===== config.mk =====
export PLATFORM = sky130hd
export DESIGN_NAME = cpu_addr_stack_wait
export DESIGN_NICKNAME = d
export VERILOG_FILES = /design/src/hdl/cpu_addr_pkg.sv /design/src/hdl/cpu_addr_stack_wait.sv
export SDC_FILE = /design/constraint.sdc
export NUM_CORES = 1
export LEC_CHECK = 0
export BUFFER_PORTS_ARGS = -buffer_cell sky130_fd_sc_hd__clkbuf_2
export CAP_MARGIN = 20
export CELL_PAD_IN_SITES_DETAIL_PLACEMENT = 1
export CELL_PAD_IN_SITES_GLOBAL_PLACEMENT = 2
export CORE_UTILIZATION = 33
export CTS_BUF_LIST = sky130_fd_sc_hd__clkbuf_8
export DETAILED_ROUTE_END_ITERATION = 6
export GPL_TIMING_DRIVEN = 0
export PLACE_DENSITY_LB_ADDON = 0.1
export REMOVE_ABC_BUFFERS = 1
export SETUP_SLACK_MARGIN = 0.2
export SLEW_MARGIN = 20
export SYNTH_ARGS = -nofsm -noshare
export SYNTH_HDL_FRONTEND = slang
export SYNTH_SLANG_ARGS = --single-unit

===== constraint.sdc =====
create_clock -name clk -period 3.25 [get_ports clk]
set_input_delay 0.4875 -clock clk [delete_from_list [all_inputs] [get_ports clk]]
set_output_delay 0.4875 -clock clk [all_outputs]
set_load 0.01 [all_outputs]

===== src/hdl/cpu_addr_pkg.sv =====
// constants for the stack, wait-state and addressing-mode register bank
// assumes a 32-bit ahb-lite register bus, one register per aligned word
package cpu_addr_pkg;
  // ************************************************************
  // register indices; byte address is four times the index
  // ************************************************************
  localparam logic [7:0] IDX_STACK_LOW = 8'h81;
  localparam logic [7:0] IDX_WAIT = 8'h92;
  localparam logic [7:0] IDX_STACK_HIGH = 8'h9b;
  localparam logic [7:0] IDX_ADDR_MODE = 8'h9d;
  localparam logic [7:0] IDX_INT_STATUS = 8'hc5;
  localparam logic [7:0] IDX_XRAM_BASE = 8'hc6;
  localparam logic [7:0] IDX_TIMED_GUARD = 8'hc7;
  localparam logic [7:0] IDX_RI_PAGE = 8'hda;
  // ************************************************************
  // reset values
  // ************************************************************
  localparam logic [7:0] RST_STACK_LOW = 8'h00;
  localparam logic [7:0] RST_STACK_HIGH = 8'h00;
  localparam logic [3:0] RST_WAIT = 4'h7;
  localparam logic [7:0] RST_ADDR_MODE = 8'h00;
  localparam logic [7:0] RST_XRAM_BASE = 8'h00;
  localparam logic [7:0] RST_RI_PAGE = 8'h00;
  // ************************************************************
  // field positions
  // ************************************************************
  localparam int BIT_HIGH_PRIO = 6;
  localparam int BIT_LOW_PRIO = 5;
  localparam int BIT_VEC_SEL = 5;
  localparam int BIT_RI_PAGE_EN = 3;
  localparam int BIT_EXT_STACK = 2;
  localparam int BIT_AM1 = 1;
  localparam int BIT_AM0 = 0;
  localparam logic [7:0] ADDR_MODE_WMASK = 8'h2b;
  localparam logic [15:0] VEC_BASE_HIGH = 16'hb000;
  localparam logic [15:0] VEC_BASE_LOW = 16'h0000;
  // ************************************************************
  // timed-access unlock keys and window length in cycles
  // ************************************************************
  localparam logic [7:0] KEY_FIRST = 8'haa;
  localparam logic [7:0] KEY_SECOND = 8'h55;
  localparam logic [3:0] GUARD_WINDOW = 4'h8;
  // ************************************************************
  // state encodings
  // ************************************************************
  typedef enum logic {PM_IDLE = 1'b0, PM_WAIT = 1'b1} pm_state_t;
  typedef enum logic [1:0] {
    GUARD_LOCKED = 2'b00,
    GUARD_HALF = 2'b01,
    GUARD_OPEN = 2'b10
  } guard_state_t;
endpackage : cpu_addr_pkg


===== src/hdl/cpu_addr_stack_wait.sv =====
// stack pointer, wait-state, xram base and addressing-mode register bank
// assumes an ahb-lite master, a sync stack ram with one-cycle read latency
`timescale 1ns/10ps
module cpu_addr_stack_wait (
  input wire logic clk,
  input wire logic resetn,
  input wire logic hsel,
  input wire logic [31:0] haddr,
  input wire logic [1:0] htrans,
  input wire logic hwrite,
  input wire logic [2:0] hsize,
  input wire logic [31:0] hwdata,
  input wire logic hready,
  output logic hreadyout,
  output logic hresp,
  output logic [31:0] hrdata,
  input wire logic push_req,
  input wire logic pop_req,
  input wire logic [7:0] acc_in,
  input wire logic [7:0] stack_rdata,
  output logic stack_we,
  output logic stack_re,
  output logic [15:0] stack_addr,
  output logic [7:0] stack_wdata,
  output logic stack_ext,
  output logic acc_load,
  output logic [7:0] acc_out,
  input wire logic high_prio_active,
  input wire logic low_prio_active,
  input wire logic pm_req,
  output logic pm_busy,
  output logic pm_done,
  output logic wide_mode,
  output logic [15:0] vector_base,
  input wire logic [7:0] port_two_latch,
  output logic [7:0] ri_page_addr,
  output logic [7:0] xram_base
);
  // ************************************************************
  // bus slave
  // ************************************************************
  logic dp_valid_reg, dp_valid_next;
  logic dp_write_reg, dp_write_next;
  logic [7:0] dp_idx_reg, dp_idx_next;
  logic [31:0] rdata_reg, rdata_next;
  logic addr_take;
  logic [7:0] addr_idx;
  logic wr_en;
  logic [7:0] wr_byte;
  logic [7:0] ptr_low_reg, ptr_low_next;
  logic [7:0] ptr_high_reg, ptr_high_next;
  logic [3:0] wait_reg, wait_next;
  logic [7:0] mode_reg, mode_next;
  logic [7:0] xbase_reg, xbase_next;
  logic [7:0] page_reg, page_next;
  logic [7:0] status_val;
  cpu_addr_pkg::guard_state_t guard_reg, guard_next;
  logic [3:0] guard_cnt_reg, guard_cnt_next;

  // zero-wait slave, always okay
  assign hreadyout = 1'b1;
  assign hresp = 1'b0;
  assign hrdata = rdata_reg;
  assign addr_take = hsel & htrans[1] & hready;
  assign addr_idx = haddr[9:2];
  assign wr_en = dp_valid_reg & dp_write_reg;
  assign wr_byte = hwdata[7:0];

  // status bits track live service levels; others read zero
  always_comb begin
    status_val = 8'h00;
    status_val[cpu_addr_pkg::BIT_HIGH_PRIO] = high_prio_active;
    status_val[cpu_addr_pkg::BIT_LOW_PRIO] = low_prio_active;
  end

  // address phase capture and read mux
  always_comb begin
    dp_valid_next = addr_take;
    dp_write_next = hwrite;
    dp_idx_next = addr_idx;
    rdata_next = 32'h0000_0000;
    if (addr_take && !hwrite && haddr[1:0] == 2'b00) begin
      case (addr_idx)
        cpu_addr_pkg::IDX_STACK_LOW: rdata_next[7:0] = ptr_low_next;
        cpu_addr_pkg::IDX_STACK_HIGH: rdata_next[7:0] = ptr_high_next;
        cpu_addr_pkg::IDX_WAIT: rdata_next[3:0] = wait_reg;
        cpu_addr_pkg::IDX_ADDR_MODE: rdata_next[7:0] = mode_reg;
        cpu_addr_pkg::IDX_INT_STATUS: rdata_next[7:0] = status_val;
        cpu_addr_pkg::IDX_XRAM_BASE: rdata_next[7:0] = xbase_reg;
        cpu_addr_pkg::IDX_TIMED_GUARD: rdata_next[0] = (guard_reg == cpu_addr_pkg::GUARD_OPEN);
        cpu_addr_pkg::IDX_RI_PAGE: rdata_next[7:0] = page_reg;
        default: rdata_next = 32'h0000_0000;
      endcase
    end
  end

  always_ff @(posedge clk or negedge resetn) begin
    if (!resetn) begin
      dp_valid_reg <= 1'b0;
      dp_write_reg <= 1'b0;
      dp_idx_reg <= 8'h00;
      rdata_reg <= 32'h0000_0000;
    end else begin
      dp_valid_reg <= dp_valid_next;
      dp_write_reg <= dp_write_next;
      dp_idx_reg <= dp_idx_next;
      rdata_reg <= rdata_next;
    end
  end

  // ************************************************************
  // timed-access guard
  // ************************************************************
  logic guard_wr, prot_wr;
  assign guard_wr = wr_en && dp_idx_reg == cpu_addr_pkg::IDX_TIMED_GUARD;
  assign prot_wr = wr_en && (dp_idx_reg == cpu_addr_pkg::IDX_ADDR_MODE ||
                             dp_idx_reg == cpu_addr_pkg::IDX_XRAM_BASE);

  // unlock pair opens a short window; one protected write closes it
  always_comb begin
    guard_next = guard_reg;
    guard_cnt_next = guard_cnt_reg;
    case (guard_reg)
      cpu_addr_pkg::GUARD_LOCKED: begin
        if (guard_wr && wr_byte == cpu_addr_pkg::KEY_FIRST) begin
          guard_next = cpu_addr_pkg::GUARD_HALF;
        end
      end
      cpu_addr_pkg::GUARD_HALF: begin
        if (guard_wr && wr_byte == cpu_addr_pkg::KEY_SECOND) begin
          guard_next = cpu_addr_pkg::GUARD_OPEN;
          guard_cnt_next = cpu_addr_pkg::GUARD_WINDOW;
        end else if (wr_en) begin
          guard_next = cpu_addr_pkg::GUARD_LOCKED;
        end
      end
      cpu_addr_pkg::GUARD_OPEN: begin
        guard_cnt_next = guard_cnt_reg - 4'h1;
        if (prot_wr || guard_cnt_reg == 4'h1) begin
          guard_next = cpu_addr_pkg::GUARD_LOCKED;
          guard_cnt_next = 4'h0;
        end
      end
      default: begin
        guard_next = cpu_addr_pkg::GUARD_LOCKED;
        guard_cnt_next = 4'h0;
      end
    endcase
  end

  always_ff @(posedge clk or negedge resetn) begin
    if (!resetn) begin
      guard_reg <= cpu_addr_pkg::GUARD_LOCKED;
      guard_cnt_reg <= 4'h0;
    end else begin
      guard_reg <= guard_next;
      guard_cnt_reg <= guard_cnt_next;
    end
  end

  // ************************************************************
  // configuration registers
  // ************************************************************
  logic unlocked;
  assign unlocked = (guard_reg == cpu_addr_pkg::GUARD_OPEN);

  // plain and guarded register writes
  always_comb begin
    wait_next = wait_reg;
    mode_next = mode_reg;
    xbase_next = xbase_reg;
    page_next = page_reg;
    if (wr_en && dp_idx_reg == cpu_addr_pkg::IDX_WAIT) begin
      wait_next = wr_byte[3:0];
    end
    if (wr_en && unlocked && dp_idx_reg == cpu_addr_pkg::IDX_ADDR_MODE) begin
      mode_next = wr_byte & cpu_addr_pkg::ADDR_MODE_WMASK;
    end
    if (wr_en && unlocked && dp_idx_reg == cpu_addr_pkg::IDX_XRAM_BASE) begin
      xbase_next = wr_byte;
    end
    if (wr_en && dp_idx_reg == cpu_addr_pkg::IDX_RI_PAGE) begin
      page_next = wr_byte;
    end
    // extended stack indicator follows the wide mode bit
    mode_next[cpu_addr_pkg::BIT_EXT_STACK] = mode_next[cpu_addr_pkg::BIT_AM1];
  end

  always_ff @(posedge clk or negedge resetn) begin
    if (!resetn) begin
      wait_reg <= cpu_addr_pkg::RST_WAIT;
      mode_reg <= cpu_addr_pkg::RST_ADDR_MODE;
      xbase_reg <= cpu_addr_pkg::RST_XRAM_BASE;
      page_reg <= cpu_addr_pkg::RST_RI_PAGE;
    end else begin
      wait_reg <= wait_next;
      mode_reg <= mode_next;
      xbase_reg <= xbase_next;
      page_reg <= page_next;
    end
  end

  // mode decode drives the core address paths
  assign wide_mode = mode_reg[cpu_addr_pkg::BIT_AM1];
  assign stack_ext = mode_reg[cpu_addr_pkg::BIT_EXT_STACK];
  assign vector_base = mode_reg[cpu_addr_pkg::BIT_VEC_SEL] ?
                       cpu_addr_pkg::VEC_BASE_HIGH : cpu_addr_pkg::VEC_BASE_LOW;
  assign ri_page_addr = mode_reg[cpu_addr_pkg::BIT_RI_PAGE_EN] ?
                        page_reg : port_two_latch;
  assign xram_base = xbase_reg;

  // ************************************************************
  // stack pointer and push / pop
  // ************************************************************
  logic [15:0] ptr_full, ptr_inc, ptr_dec;
  logic we_reg, we_next;
  logic re_reg, re_next;
  logic rd_pend_reg, rd_pend_next;
  logic load_reg, load_next;
  logic [15:0] saddr_reg, saddr_next;
  logic [7:0] swdata_reg, swdata_next;
  logic [7:0] acc_reg, acc_next;

  // wide mode carries into the high byte, legacy wraps in 256 bytes
  assign ptr_full = {ptr_high_reg, ptr_low_reg};
  assign ptr_inc = wide_mode ? ptr_full + 16'h0001 : {8'h00, ptr_low_reg + 8'h01};
  assign ptr_dec = wide_mode ? ptr_full - 16'h0001 : {8'h00, ptr_low_reg - 8'h01};

  // push has priority over pop; a bus write overrides the pointer byte it addresses
  always_comb begin
    ptr_low_next = ptr_low_reg;
    ptr_high_next = ptr_high_reg;
    we_next = 1'b0;
    re_next = 1'b0;
    saddr_next = saddr_reg;
    swdata_next = swdata_reg;
    rd_pend_next = re_reg;
    load_next = rd_pend_reg;
    acc_next = rd_pend_reg ? stack_rdata : acc_reg;
    if (push_req) begin
      we_next = 1'b1;
      saddr_next = ptr_inc;
      swdata_next = acc_in;
      ptr_low_next = ptr_inc[7:0];
      if (wide_mode) begin
        ptr_high_next = ptr_inc[15:8];
      end
    end else if (pop_req) begin
      re_next = 1'b1;
      saddr_next = wide_mode ? ptr_full : {8'h00, ptr_low_reg};
      ptr_low_next = ptr_dec[7:0];
      if (wide_mode) begin
        ptr_high_next = ptr_dec[15:8];
      end
    end
    if (wr_en && dp_idx_reg == cpu_addr_pkg::IDX_STACK_LOW) begin
      ptr_low_next = wr_byte;
    end
    if (wr_en && dp_idx_reg == cpu_addr_pkg::IDX_STACK_HIGH) begin
      ptr_high_next = wr_byte;
    end
  end

  always_ff @(posedge clk or negedge resetn) begin
    if (!resetn) begin
      ptr_low_reg <= cpu_addr_pkg::RST_STACK_LOW;
      ptr_high_reg <= cpu_addr_pkg::RST_STACK_HIGH;
      we_reg <= 1'b0;
      re_reg <= 1'b0;
      rd_pend_reg <= 1'b0;
      load_reg <= 1'b0;
      saddr_reg <= 16'h0000;
      swdata_reg <= 8'h00;
      acc_reg <= 8'h00;
    end else begin
      ptr_low_reg <= ptr_low_next;
      ptr_high_reg <= ptr_high_next;
      we_reg <= we_next;
      re_reg <= re_next;
      rd_pend_reg <= rd_pend_next;
      load_reg <= load_next;
      saddr_reg <= saddr_next;
      swdata_reg <= swdata_next;
      acc_reg <= acc_next;
    end
  end

  assign stack_we = we_reg;
  assign stack_re = re_reg;
  assign stack_addr = saddr_reg;
  assign stack_wdata = swdata_reg;
  assign acc_load = load_reg;
  assign acc_out = acc_reg;

  // ************************************************************
  // program-memory wait states
  // ************************************************************
  cpu_addr_pkg::pm_state_t pm_reg, pm_next;
  logic [3:0] pm_cnt_reg, pm_cnt_next;

  // access occupies wait field plus one cycles
  always_comb begin
    pm_next = pm_reg;
    pm_cnt_next = pm_cnt_reg;
    case (pm_reg)
      cpu_addr_pkg::PM_IDLE: begin
        if (pm_req) begin
          pm_next = cpu_addr_pkg::PM_WAIT;
          pm_cnt_next = wait_reg;
        end
      end
      cpu_addr_pkg::PM_WAIT: begin
        if (pm_cnt_reg == 4'h0) begin
          pm_next = cpu_addr_pkg::PM_IDLE;
        end else begin
          pm_cnt_next = pm_cnt_reg - 4'h1;
        end
      end
      default: pm_next = cpu_addr_pkg::PM_IDLE;
    endcase
  end

  always_ff @(posedge clk or negedge resetn) begin
    if (!resetn) begin
      pm_reg <= cpu_addr_pkg::PM_IDLE;
      pm_cnt_reg <= 4'h0;
    end else begin
      pm_reg <= pm_next;
      pm_cnt_reg <= pm_cnt_next;
    end
  end

  assign pm_busy = (pm_reg == cpu_addr_pkg::PM_WAIT);
  assign pm_done = pm_busy && pm_cnt_reg == 4'h0;
endmodule : cpu_addr_stack_wait


==> results of run 1 <==
kinds of logic after synthesis:
kind of cell	after synthesis	synth area share, %
compound gates	127	14.2
xor+xnor	21	3.06
fa+ha+maj	9	1.87
buf+inv	93	9.10
flops	105	43.8
mux	52	9.70
other cells	2	0.125
simple gates	192	18.2
metal layers:
metal | vias to the layer above | track usage [%] | wire length [um] | share of wire (%)
met5 | - | 0 | 0 | 0
met2 | 125 | 31.9 | 8120 | 47
li1 | 2279 | - | - | -
met4 | 0 | 4.21 | 131 | 0.76
met1 | 2426 | 27.1 | 8330 | 48
met3 | 10 | 3.07 | 665 | 3.9
report_power, final:
| group | internal (W) | switching, W |
|---|---|---|
| registers | 0.00151 | 0.000341 |
| logic | 0.000442 | 0.000587 |
| clock network | 0.000372 | 0.000512 |
| total | 0.00233 | 0.00144 |
cell usage in the layout (no fill, tap or decap), drive strengths merged, types with 8 or more instances in the layout:
cell type	count
nand3	20
nor3	15
and3	8
a21oi	26
mux2	50
ha	9
dfrtp	102
or3	8
nor2	34
clkbuf	126
o21ai	39
conb	39
xor2	8
xnor2	13
nand4	11
inv	21
nand2	49
area by class of cell:
cell class / count / share of cell area (%)
repair buffers: 119 / 9.24
clock buffers: 9 / 1.83
flip-flops and latches: 105 / 38.8
well taps: 225 / 4.15
inverters: 18 / 0.996
clock inverters: 7 / 1.24
multi-input cells: 440 / 43.8
metrics by stage:
step,worst slack [ns],utilization [%]
final,0.462,38.7
after global routing,0.230,38.7
after CTS,0.389,38.7
after detailed placement,0.0357,37.5
after global placement,0.0333,37.3
after floorplan,1.06,-
worst max-delay path by stage:
stage / cells after the start / end / startpoint / slack [ns]
2_1_floorplan: 6 / hrdata[1]$_DFF_PN0_ / dp_idx_reg[5]$_DFF_PN0_ / 1.06
3_3_place_gp: 9 / hrdata[6]$_DFF_PN0_ / push_req / 0.03
3_5_place_dp: 9 / hrdata[6]$_DFF_PN0_ / push_req / 0.04
4_1_cts: 8 / hrdata[4]$_DFF_PN0_ / ptr_low_reg[0]$_DFF_PN0_ / 0.39
5_1_grt: 8 / hrdata[4]$_DFF_PN0_ / ptr_low_reg[0]$_DFF_PN0_ / 0.23
6_report: 8 / hrdata[4]$_DFF_PN0_ / ptr_low_reg[0]$_DFF_PN0_ / 0.46
critical path, cell delays in order, from the launching register on:
cell and delay [ns]:
sky130_fd_sc_hd__dfrtp_1 0.54, sky130_fd_sc_hd__ha_1 0.38, sky130_fd_sc_hd__nand2_1 0.16, sky130_fd_sc_hd__nor4_1 0.34, sky130_fd_sc_hd__xnor2_1 0.16, sky130_fd_sc_hd__nor2_1 0.10
sky130_fd_sc_hd__a2111oi_0 0.65, sky130_fd_sc_hd__or2_1 0.20, sky130_fd_sc_hd__a31oi_1 0.11
==> impl_metrics.tcl, run 1 <==
set metrics [dict create \
    status "completed" \
    grt_antenna_before_repair 0 \
    cts_buffers 9 \
    cp-start-kind "register" \
    grt_first_pass_wirelength_mm 27.9 \
    floorplan.die.width_um 137 \
    clock_sinks 105 \
    synth_flop_cell "sky130_fd_sc_hd__dfrtp_1" \
    clk_path_buf_depth 2 \
    design_power_total_w 0.00377 \
    clkLatencyLatePin_ns 0.39 \
    final_min_period_over_clock_period_pct 85.8 \
    cp_max_fo 9 \
    max_clock_freq_mhz 359 \
    r2r_cells 8 \
    setup_total_negative_slack_ns 0 \
    postCtsHoldBufs 0 \
    synth-edff-count 0 \
    std_cell_rows 48 \
    yosys.cell_types.count 73 \
    synth_top_cell_area_share_pct 42.5 \
    synthesis.yosys.warnings 0 \
    synth_area_leaders "sky130_fd_sc_hd__dfrtp_1, sky130_fd_sc_hd__mux2_2, sky130_fd_sc_hd__buf_4" \
    regToRegEndpoint "hrdata[4]$_DFF_PN0_" \
    drive_gt1_share_pct 29.5 \
    synth_area_um2 6010 \
    async_flop_share_pct 100 \
    nFillCells 2064 \
    powerDensity_nw_per_um2 555 \
    route.vias.total 4840 \
    maxSlewViolCount 0 \
    finalWeightedCongestion 0.830 \
    reg2reg_slack_ns 0.46 \
    drv_cap 0 \
    boundaryPins 208 \
    timing.slew.headroom_pct 36.2 \
    clock_tree.root_cell "sky130_fd_sc_hd__clkbuf_8" \
    multiInputGateArea_um2 2970 \
    drtIter0Drc 230 \
    clkSlewWorstSetupHoldPaths_ns 0.12 \
    min-delay-path-class "in2async" \
    crit_path_end_kind "register" \
    largest_register_ffs 16 \
    num_antenna_cells 0 \
    fp.dieH_um 137 \
    regArea_um2 2630 \
    drtAntennaViolNets 0 \
    tritoncts "done" \
    timing.critical_path.arrival_ns 3.04 \
    grt_pass1_vias 4937 \
    place_inst 907 \
    placedInstanceArea_um2 6580 \
    place.detailed.hpwl_mm 13.0 \
    pin_count_of_the_biggest_net_entering_global_routing 58 \
    gr-total-overflow 0 \
    post_layout_nonfiller_instances 923 \
    ir_worst_vdd_mv 0.306 \
    rsz_0062_raised_after_global_routing "no" \
    avgViaCountPerCell 5.24 \
    worstMarginPinSlew_ns 0.952 \
    core_um2 17500 \
    setup.worst_path.class "reg2reg" \
    postSynthRegisterBits 105 \
    static_leak_nw 3.01 \
    drt-pass1-iter-count 4 \
    routed_wire_length_per_instance_um 18.7 \
    cts-htree-levels 3 \
    netlist_top_cells_count "sky130_fd_sc_hd__dfrtp_1, sky130_fd_sc_hd__mux2_2, sky130_fd_sc_hd__nand2_1" \
    drt-total-wl_mm 17.2 \
    post_cts_resized 0 \
    period_minus_slack_ns 2.79 \
    layout_skew_ns 0.0149 \
    synth.yosys.seq_area_share_pct 43.8 \
    initial_core_utilization_pct 34.3 \
    num-nets-final 805 \
    worst_r2r_startpoint "ptr_low_reg[0]$_DFF_PN0_" \
    areaGrowthSynthToFinish_pct 12.9 \
    worst-endpoint-required_ns 3.50 \
    grt_usage_pct 19.5 \
    most_used_standard_cell_by_instance_count_after_synthesis "sky130_fd_sc_hd__dfrtp_1" \
    whs_ns 0.0233 \
    avgSynthCellArea_um2 10.0 \
    hold_viol_final 0 \
    yosys.area.top_type "sky130_fd_sc_hd__dfrtp_1" \
    finalSetupViolations 0 \
    numPortBuffers 118 \
    cts.repair_timing.setup_buffer_count 0 \
    stdcell_area_um2 6790 \
    detail_route.drc_violations 0 \
    fp.dieArea_um2 18800 \
    synthCells 601 \
]
(Power assumes the default switching activity.)
==> run 2: changes to the inputs <==
--- a/config.mk
+++ b/config.mk
@@ -16,7 +16,7 @@
 export PLACE_DENSITY_LB_ADDON = 0.1
 export REMOVE_ABC_BUFFERS = 1
 export SETUP_SLACK_MARGIN = 0.2
-export SLEW_MARGIN = 20
+export SLEW_MARGIN = 5
 export SYNTH_ARGS = -nofsm -noshare
 export SYNTH_HDL_FRONTEND = slang
 export SYNTH_SLANG_ARGS = --single-unit
==> constraint.sdc (replaced) <==
create_clock -name clk -period 3.25 [get_ports clk]
set_input_delay 0.325 -clock clk [delete_from_list [all_inputs] [get_ports clk]]
set_output_delay 0.325 -clock clk [all_outputs]
set_load 0.01 [all_outputs]
==> run 2 against run 1 <==
Non-clock buffer count stayed put. Die area did not move. Worst hold slack worse by 0.11 ns. Maximum frequency fell by 1.3%. Clock power increased by 1%. The run now ends with negative hold slack left. Sequential cell count unchanged. Critical path depth is the same. Sequential power is essentially flat. Setup slack worse by 0.036 ns. Core utilization barely moved. Critical path type unchanged.
==> impl_metrics.tcl, run 2 (synthesized netlist as in run 1, its figures left out) <==
set metrics [dict create \
    areaGrowthSynthToFinish_pct 12.9 \
    drt-total-wl_mm 17.3 \
    crit_path_end_kind "register" \
    final_min_period_over_clock_period_pct 86.9 \
    hold_viol_final 18 \
    maxSlewViolCount 0 \
    violated_checks "negative hold slack" \
    regToRegEndpoint "hrdata[4]$_DFF_PN0_" \
    setup.worst_path.class "reg2reg" \
    drive_gt1_share_pct 29.5 \
    rsz_0062_raised_after_global_routing "no" \
    static_leak_nw 3.00 \
    place_inst 907 \
    cp_max_fo 9 \
    clkLatencyLatePin_ns 0.39 \
    nFillCells 2053 \
    ir_worst_vdd_mv 0.200 \
    max_clock_freq_mhz 354 \
    placedInstanceArea_um2 6580 \
    worst_r2r_startpoint "ptr_low_reg[0]$_DFF_PN0_" \
    tritoncts "done" \
    stdcell_area_um2 6790 \
    num_antenna_cells 0 \
    worst_setup_path_startpoint "ptr_low_reg[0]$_DFF_PN0_" \
    finalWeightedCongestion 0.830 \
    num-nets-final 805 \
    fp.dieH_um 137 \
    boundaryPins 208 \
    cts-htree-levels 3 \
    grt_first_pass_wirelength_mm 27.7 \
    powerDensity_nw_per_um2 556 \
    final_core_utilization_pct 38.7 \
    post_layout_nonfiller_instances 923 \
    routed_wire_length_per_instance_um 18.8 \
    drv_cap 0 \
    clkSlewWorstSetupHoldPaths_ns 0.12 \
    clock_sinks 105 \
    gr-total-overflow 0 \
    route.vias.total 4835 \
    whs_ns -0.0847 \
    numPortBuffers 118 \
    floorplan.die.width_um 137 \
    post_cts_resized 0 \
    timing.critical_path.arrival_ns 3.07 \
    clk_path_buf_depth 2 \
    period_minus_slack_ns 2.82 \
    min-delay-path-class "in2async" \
    status "finished with violations" \
    layout_commonest_cell "sky130_fd_sc_hd__clkbuf_2" \
    clock_tree.root_cell "sky130_fd_sc_hd__clkbuf_8" \
    drtIter0Drc 230 \
    place.detailed.hpwl_mm 12.8 \
    cts.repair_timing.setup_buffer_count 0 \
    pin_count_of_the_biggest_net_entering_global_routing 106 \
    reg2reg_slack_ns 0.43 \
    drt-pass1-iter-count 5 \
    grt_pass1_vias 4904 \
    avgViaCountPerCell 5.24 \
    finalSetupViolations 0 \
    cts_buffers 9 \
    most-common-layout-cells "sky130_fd_sc_hd__clkbuf_2, sky130_fd_sc_hd__dfrtp_1, sky130_fd_sc_hd__mux2_2" \
    detail_route.drc_violations 0 \
    largest_register_ffs 16 \
    std_cell_rows 48 \
    timing.slew.headroom_pct 37.5 \
    drtAntennaViolNets 0 \
    worstMarginPinSlew_ns 0.932 \
    r2r_cells 8 \
    grt_antenna_before_repair 0 \
    grt_usage_pct 19.4 \
    initial_core_utilization_pct 34.3 \
    worst-endpoint-required_ns 3.50 \
    core_um2 17500 \
    fp.dieArea_um2 18800 \
    layout_skew_ns 0.0142 \
    cp-start-kind "register" \
    postCtsHoldBufs 0 \
    setup_total_negative_slack_ns 0 \
]
## run 2: worst max-delay path by stage
stage	to	slack (ns)	depth (start not counted)
floorplan	hrdata[1]$_DFF_PN0_	1.06	6
global placement	hrdata[6]$_DFF_PN0_	0.20	9
detailed placement	hrdata[6]$_DFF_PN0_	0.21	9
CTS	hrdata[4]$_DFF_PN0_	0.43	8
global route	hrdata[4]$_DFF_PN0_	0.23	8
finish	hrdata[4]$_DFF_PN0_	0.43	8
## run 2: layout make-up
| type | count | area [um^2] | share of cell area [%] |
|---|---|---|---|
| multi-input cells | 440 | 2970 | 43.8 |
| inverters | 18 | 67.6 | 0.995 |
| flip-flops and latches | 105 | 2630 | 38.8 |
| clock buffers | 9 | 124 | 1.82 |
| repair buffers | 119 | 627 | 9.23 |
| well taps | 225 | 282 | 4.15 |
| clock inverters | 7 | 86.3 | 1.27 |
## run 2: report_power, final
part           internal (W)  total [W]  switching [W]
Sequential          0.00151    0.00185       0.000340
Combinational      0.000442    0.00103       0.000586
Clock              0.000373   0.000896       0.000523
Total               0.00233    0.00378        0.00145
## run 2: through the flow
stage | worst slack (ns) | total power [W]
floorplan | 1.06 | 0.00245
global placement | 0.196 | 0.00286
detailed placement | 0.214 | 0.00292
CTS | 0.425 | 0.00383
global route | 0.226 | 0.00403
finish | 0.426 | 0.00378
## run 2: metal layers
metal | GRT usage, % | wire length [um] | up-vias
li1 | - | - | 2271
met1 | 26.4 | 8150 | 2422
met2 | 32.0 | 8300 | 132
met3 | 3.15 | 719 | 10
met4 | 4.76 | 150 | 0
met5 | 0 | 0 | -
## run 2: worst max-delay path: stages (launching register included)
cell                        delay (ns)
sky130_fd_sc_hd__dfrtp_1          0.55
sky130_fd_sc_hd__ha_1             0.39
sky130_fd_sc_hd__nand2_1          0.17
sky130_fd_sc_hd__nor4_1           0.35
sky130_fd_sc_hd__xnor2_1          0.16
sky130_fd_sc_hd__nor2_1           0.10
sky130_fd_sc_hd__a2111oi_0        0.64
sky130_fd_sc_hd__or2_1            0.20
sky130_fd_sc_hd__a31oi_1          0.13
==> run 3: changes to the inputs <==
--- a/config.mk
+++ b/config.mk
@@ -12,7 +12,6 @@
 export CORE_UTILIZATION = 33
 export CTS_BUF_LIST = sky130_fd_sc_hd__clkbuf_8
 export DETAILED_ROUTE_END_ITERATION = 6
-export GPL_TIMING_DRIVEN = 0
 export PLACE_DENSITY_LB_ADDON = 0.1
 export REMOVE_ABC_BUFFERS = 1
 export SETUP_SLACK_MARGIN = 0.2
==> run 3 against run 2 <==
The run now ends clean. Setup slack improved by 0.17 ns. Sequential cell count did not move. Maximum frequency rose by 6.3%. Clock power fell by 0.8%. Global-route usage rose by 0.25 points. Wire length rose by 1.2%. Combinational power barely moved. Sequential share of layout area fell by 0.30 points. Largest power group unchanged.
==> impl_metrics.tcl, run 3 (synthesized netlist as in run 1, its figures left out) <==
set metrics [dict create \
    cpMaxStageDelayCell "sky130_fd_sc_hd__dfrtp_1" \
    drv_cap 0 \
    numPortBuffers 118 \
    initial_core_utilization_pct 34.3 \
    clock_tree.root_cell "sky130_fd_sc_hd__clkbuf_8" \
    cts.repair_timing.setup_buffer_count 0 \
    reg2reg_slack_ns 0.59 \
    cts-htree-levels 3 \
    num-nets-final 812 \
    boundaryPins 208 \
    timing.critical_path.buf_inv 1 \
    period_minus_slack_ns 2.66 \
    crit_path_cell_trace "ha_1, nand2_1, nor4_1, xnor2_1, nor2_1, a2111oi_0, buf_4, or2_1, a31oi_1" \
    post_layout_nonfiller_instances 930 \
    global_route_met1_usage_pct 26.5 \
    grt_util_met3_pct 3.56 \
    drtIter0Drc 241 \
    worst-endpoint-required_ns 3.50 \
    status "completed" \
    drive_gt1_share_pct 30.1 \
    min-delay-path-class "in2reg" \
    static_leak_nw 3.03 \
    core_um2 17500 \
    routed_wire_length_per_instance_um 18.8 \
    max_clock_freq_mhz 376 \
    finalWeightedCongestion 0.812 \
    post_cts_resized 0 \
    final_core_utilization_pct 39.0 \
    largest_register_ffs 16 \
    cp_max_fo 9 \
    design_power_total_w 0.00378 \
    regToRegEndpoint "hrdata[4]$_DFF_PN0_" \
    slowest_delay_ns 0.53 \
    rsz_0062_raised_after_global_routing "no" \
    drtAntennaViolNets 0 \
    detail_route.drc_violations 0 \
    hold_viol_final 0 \
    drt-total-wl_mm 17.5 \
    num_antenna_cells 0 \
    cts_buffers 9 \
    setup_total_negative_slack_ns 0 \
    pin_count_of_the_biggest_net_entering_global_routing 64 \
    r2r_cells 9 \
    clkSlewWorstSetupHoldPaths_ns 0.11 \
    setup.worst_path.class "reg2reg" \
    groute.layer.met2.usage_pct 32.4 \
    nFillCells 2033 \
    most-common-layout-cells "sky130_fd_sc_hd__clkbuf_2, sky130_fd_sc_hd__dfrtp_1, sky130_fd_sc_hd__mux2_2" \
    drt-pass1-iter-count 4 \
    place_inst 913 \
    timing.slew.headroom_pct 37.3 \
    final_min_period_over_clock_period_pct 81.8 \
    multiInputGateArea_um2 2970 \
    gr-total-overflow 0 \
    route.vias.total 4936 \
    clk_path_buf_depth 2 \
    grt_first_pass_wirelength_mm 28.0 \
    whs_ns 0.0569 \
    number_of_cells_on_the_worst_hold_path 1 \
    powerDensity_nw_per_um2 553 \
    worstMarginPinSlew_ns 0.933 \
    grt_pass1_vias 5050 \
    crit_path_end_kind "register" \
    floorplan.die.width_um 137 \
    worst_hold_start "hwrite" \
    std_cell_rows 48 \
    fp.dieH_um 137 \
    place.detailed.hpwl_mm 13.1 \
    layout_skew_ns 0.0142 \
    worst-path-stages 9 \
    maxSlewViolCount 0 \
    regArea_um2 2630 \
    layout_commonest_cell "sky130_fd_sc_hd__clkbuf_2" \
    clock_sinks 105 \
    clkLatencyLatePin_ns 0.38 \
    ir_worst_vdd_mv 0.200 \
    grt_antenna_before_repair 0 \
    tritoncts "done" \
    worst_r2r_startpoint "ptr_low_reg[0]$_DFF_PN0_" \
    fp.dieArea_um2 18800 \
    worst_path_dominant_cell_family "simple AND/OR/NAND/NOR gates" \
    finalSetupViolations 0 \
    top_usage_layer "met2" \
    min_to "dp_write_reg$_DFF_PN0_" \
    grt_usage_pct 19.6 \
    avgViaCountPerCell 5.31 \
    areaGrowthSynthToFinish_pct 13.8 \
    timing.critical_path.arrival_ns 2.91 \
    cp-start-kind "register" \
]
run 3: changes by cell type in the layout (fill, tap and decap cells not counted):
cell | before | now
sky130_fd_sc_hd__buf_16 | 1 | 0
sky130_fd_sc_hd__clkinv_4 | 2 | 0
sky130_fd_sc_hd__buf_4 | 0 | 6
sky130_fd_sc_hd__clkinv_2 | 0 | 1
sky130_fd_sc_hd__buf_12 | 0 | 2
sky130_fd_sc_hd__inv_6 | 1 | 2
sky130_fd_sc_hd__dlygate4sd3_1 | 0 | 1
sky130_fd_sc_hd__inv_8 | 2 | 1
run 3: worst max-delay path by stage:
| stage | from | endpoint | slack, ns |
|---|---|---|---|
| global placement | ptr_low_reg[0]$_DFF_PN0_ | hrdata[4]$_DFF_PN0_ | 0.66 |
| floorplan | dp_idx_reg[5]$_DFF_PN0_ | hrdata[1]$_DFF_PN0_ | 1.06 |
| CTS | ptr_low_reg[0]$_DFF_PN0_ | hrdata[4]$_DFF_PN0_ | 0.56 |
| global route | ptr_low_reg[0]$_DFF_PN0_ | hrdata[4]$_DFF_PN0_ | 0.33 |
| detailed placement | ptr_low_reg[0]$_DFF_PN0_ | hrdata[4]$_DFF_PN0_ | 0.59 |
| finish | ptr_low_reg[0]$_DFF_PN0_ | hrdata[4]$_DFF_PN0_ | 0.59 |
run 3: worst register-to-register path: stages, from the launching register on:
cell,delay [ns]
sky130_fd_sc_hd__dfrtp_1,0.53
sky130_fd_sc_hd__ha_1,0.37
sky130_fd_sc_hd__nand2_1,0.17
sky130_fd_sc_hd__nor4_1,0.37
sky130_fd_sc_hd__xnor2_1,0.16
sky130_fd_sc_hd__nor2_1,0.09
sky130_fd_sc_hd__a2111oi_0,0.42
sky130_fd_sc_hd__buf_4,0.19
sky130_fd_sc_hd__or2_1,0.10
sky130_fd_sc_hd__a31oi_1,0.11
run 3: area by class of cell:
class | count | area share [%]
multi-input combinational | 440 | 43.4
clock buffer | 10 | 2.01
clock inverter | 6 | 1.04
sequential | 105 | 38.5
tap | 225 | 4.11
timing repair buffer | 126 | 9.95
inverter | 18 | 0.988
run 3: timing repair:
action,in CTS,in global routing
hold buffers,1,0
setup endpoints to repair,0,0
endpoints found under the hold margin,42,0
run 3: power by group:
| part | leakage, nW | switching [W] | internal [W] | total, W |
|---|---|---|---|---|
| Sequential | 1.33 | 0.000342 | 0.00151 | 0.00186 |
| Combinational | 1.60 | 0.000587 | 0.000453 | 0.00104 |
| Clock | 0.105 | 0.000501 | 0.000388 | 0.000889 |
run 3: per-layer routing:
metal	routed length, um	share of wire (%)	vias up
met5	0	0	-
met4	172	0.98	0
met3	728	4.2	13
met2	8380	48	131
met1	8250	47	2499
li1	-	-	2293
run 3: per-stage QoR:
| stage | instance area [um^2] | setup WS, ns |
|---|---|---|
| 6_report | 6840 | 0.593 |
| 5_1_grt | 6840 | 0.329 |
| 4_1_cts | 6840 | 0.562 |
| 3_5_place_dp | 6620 | 0.591 |
| 3_3_place_gp | 6620 | 0.655 |
| 2_1_floorplan | 5670 | 1.06 |
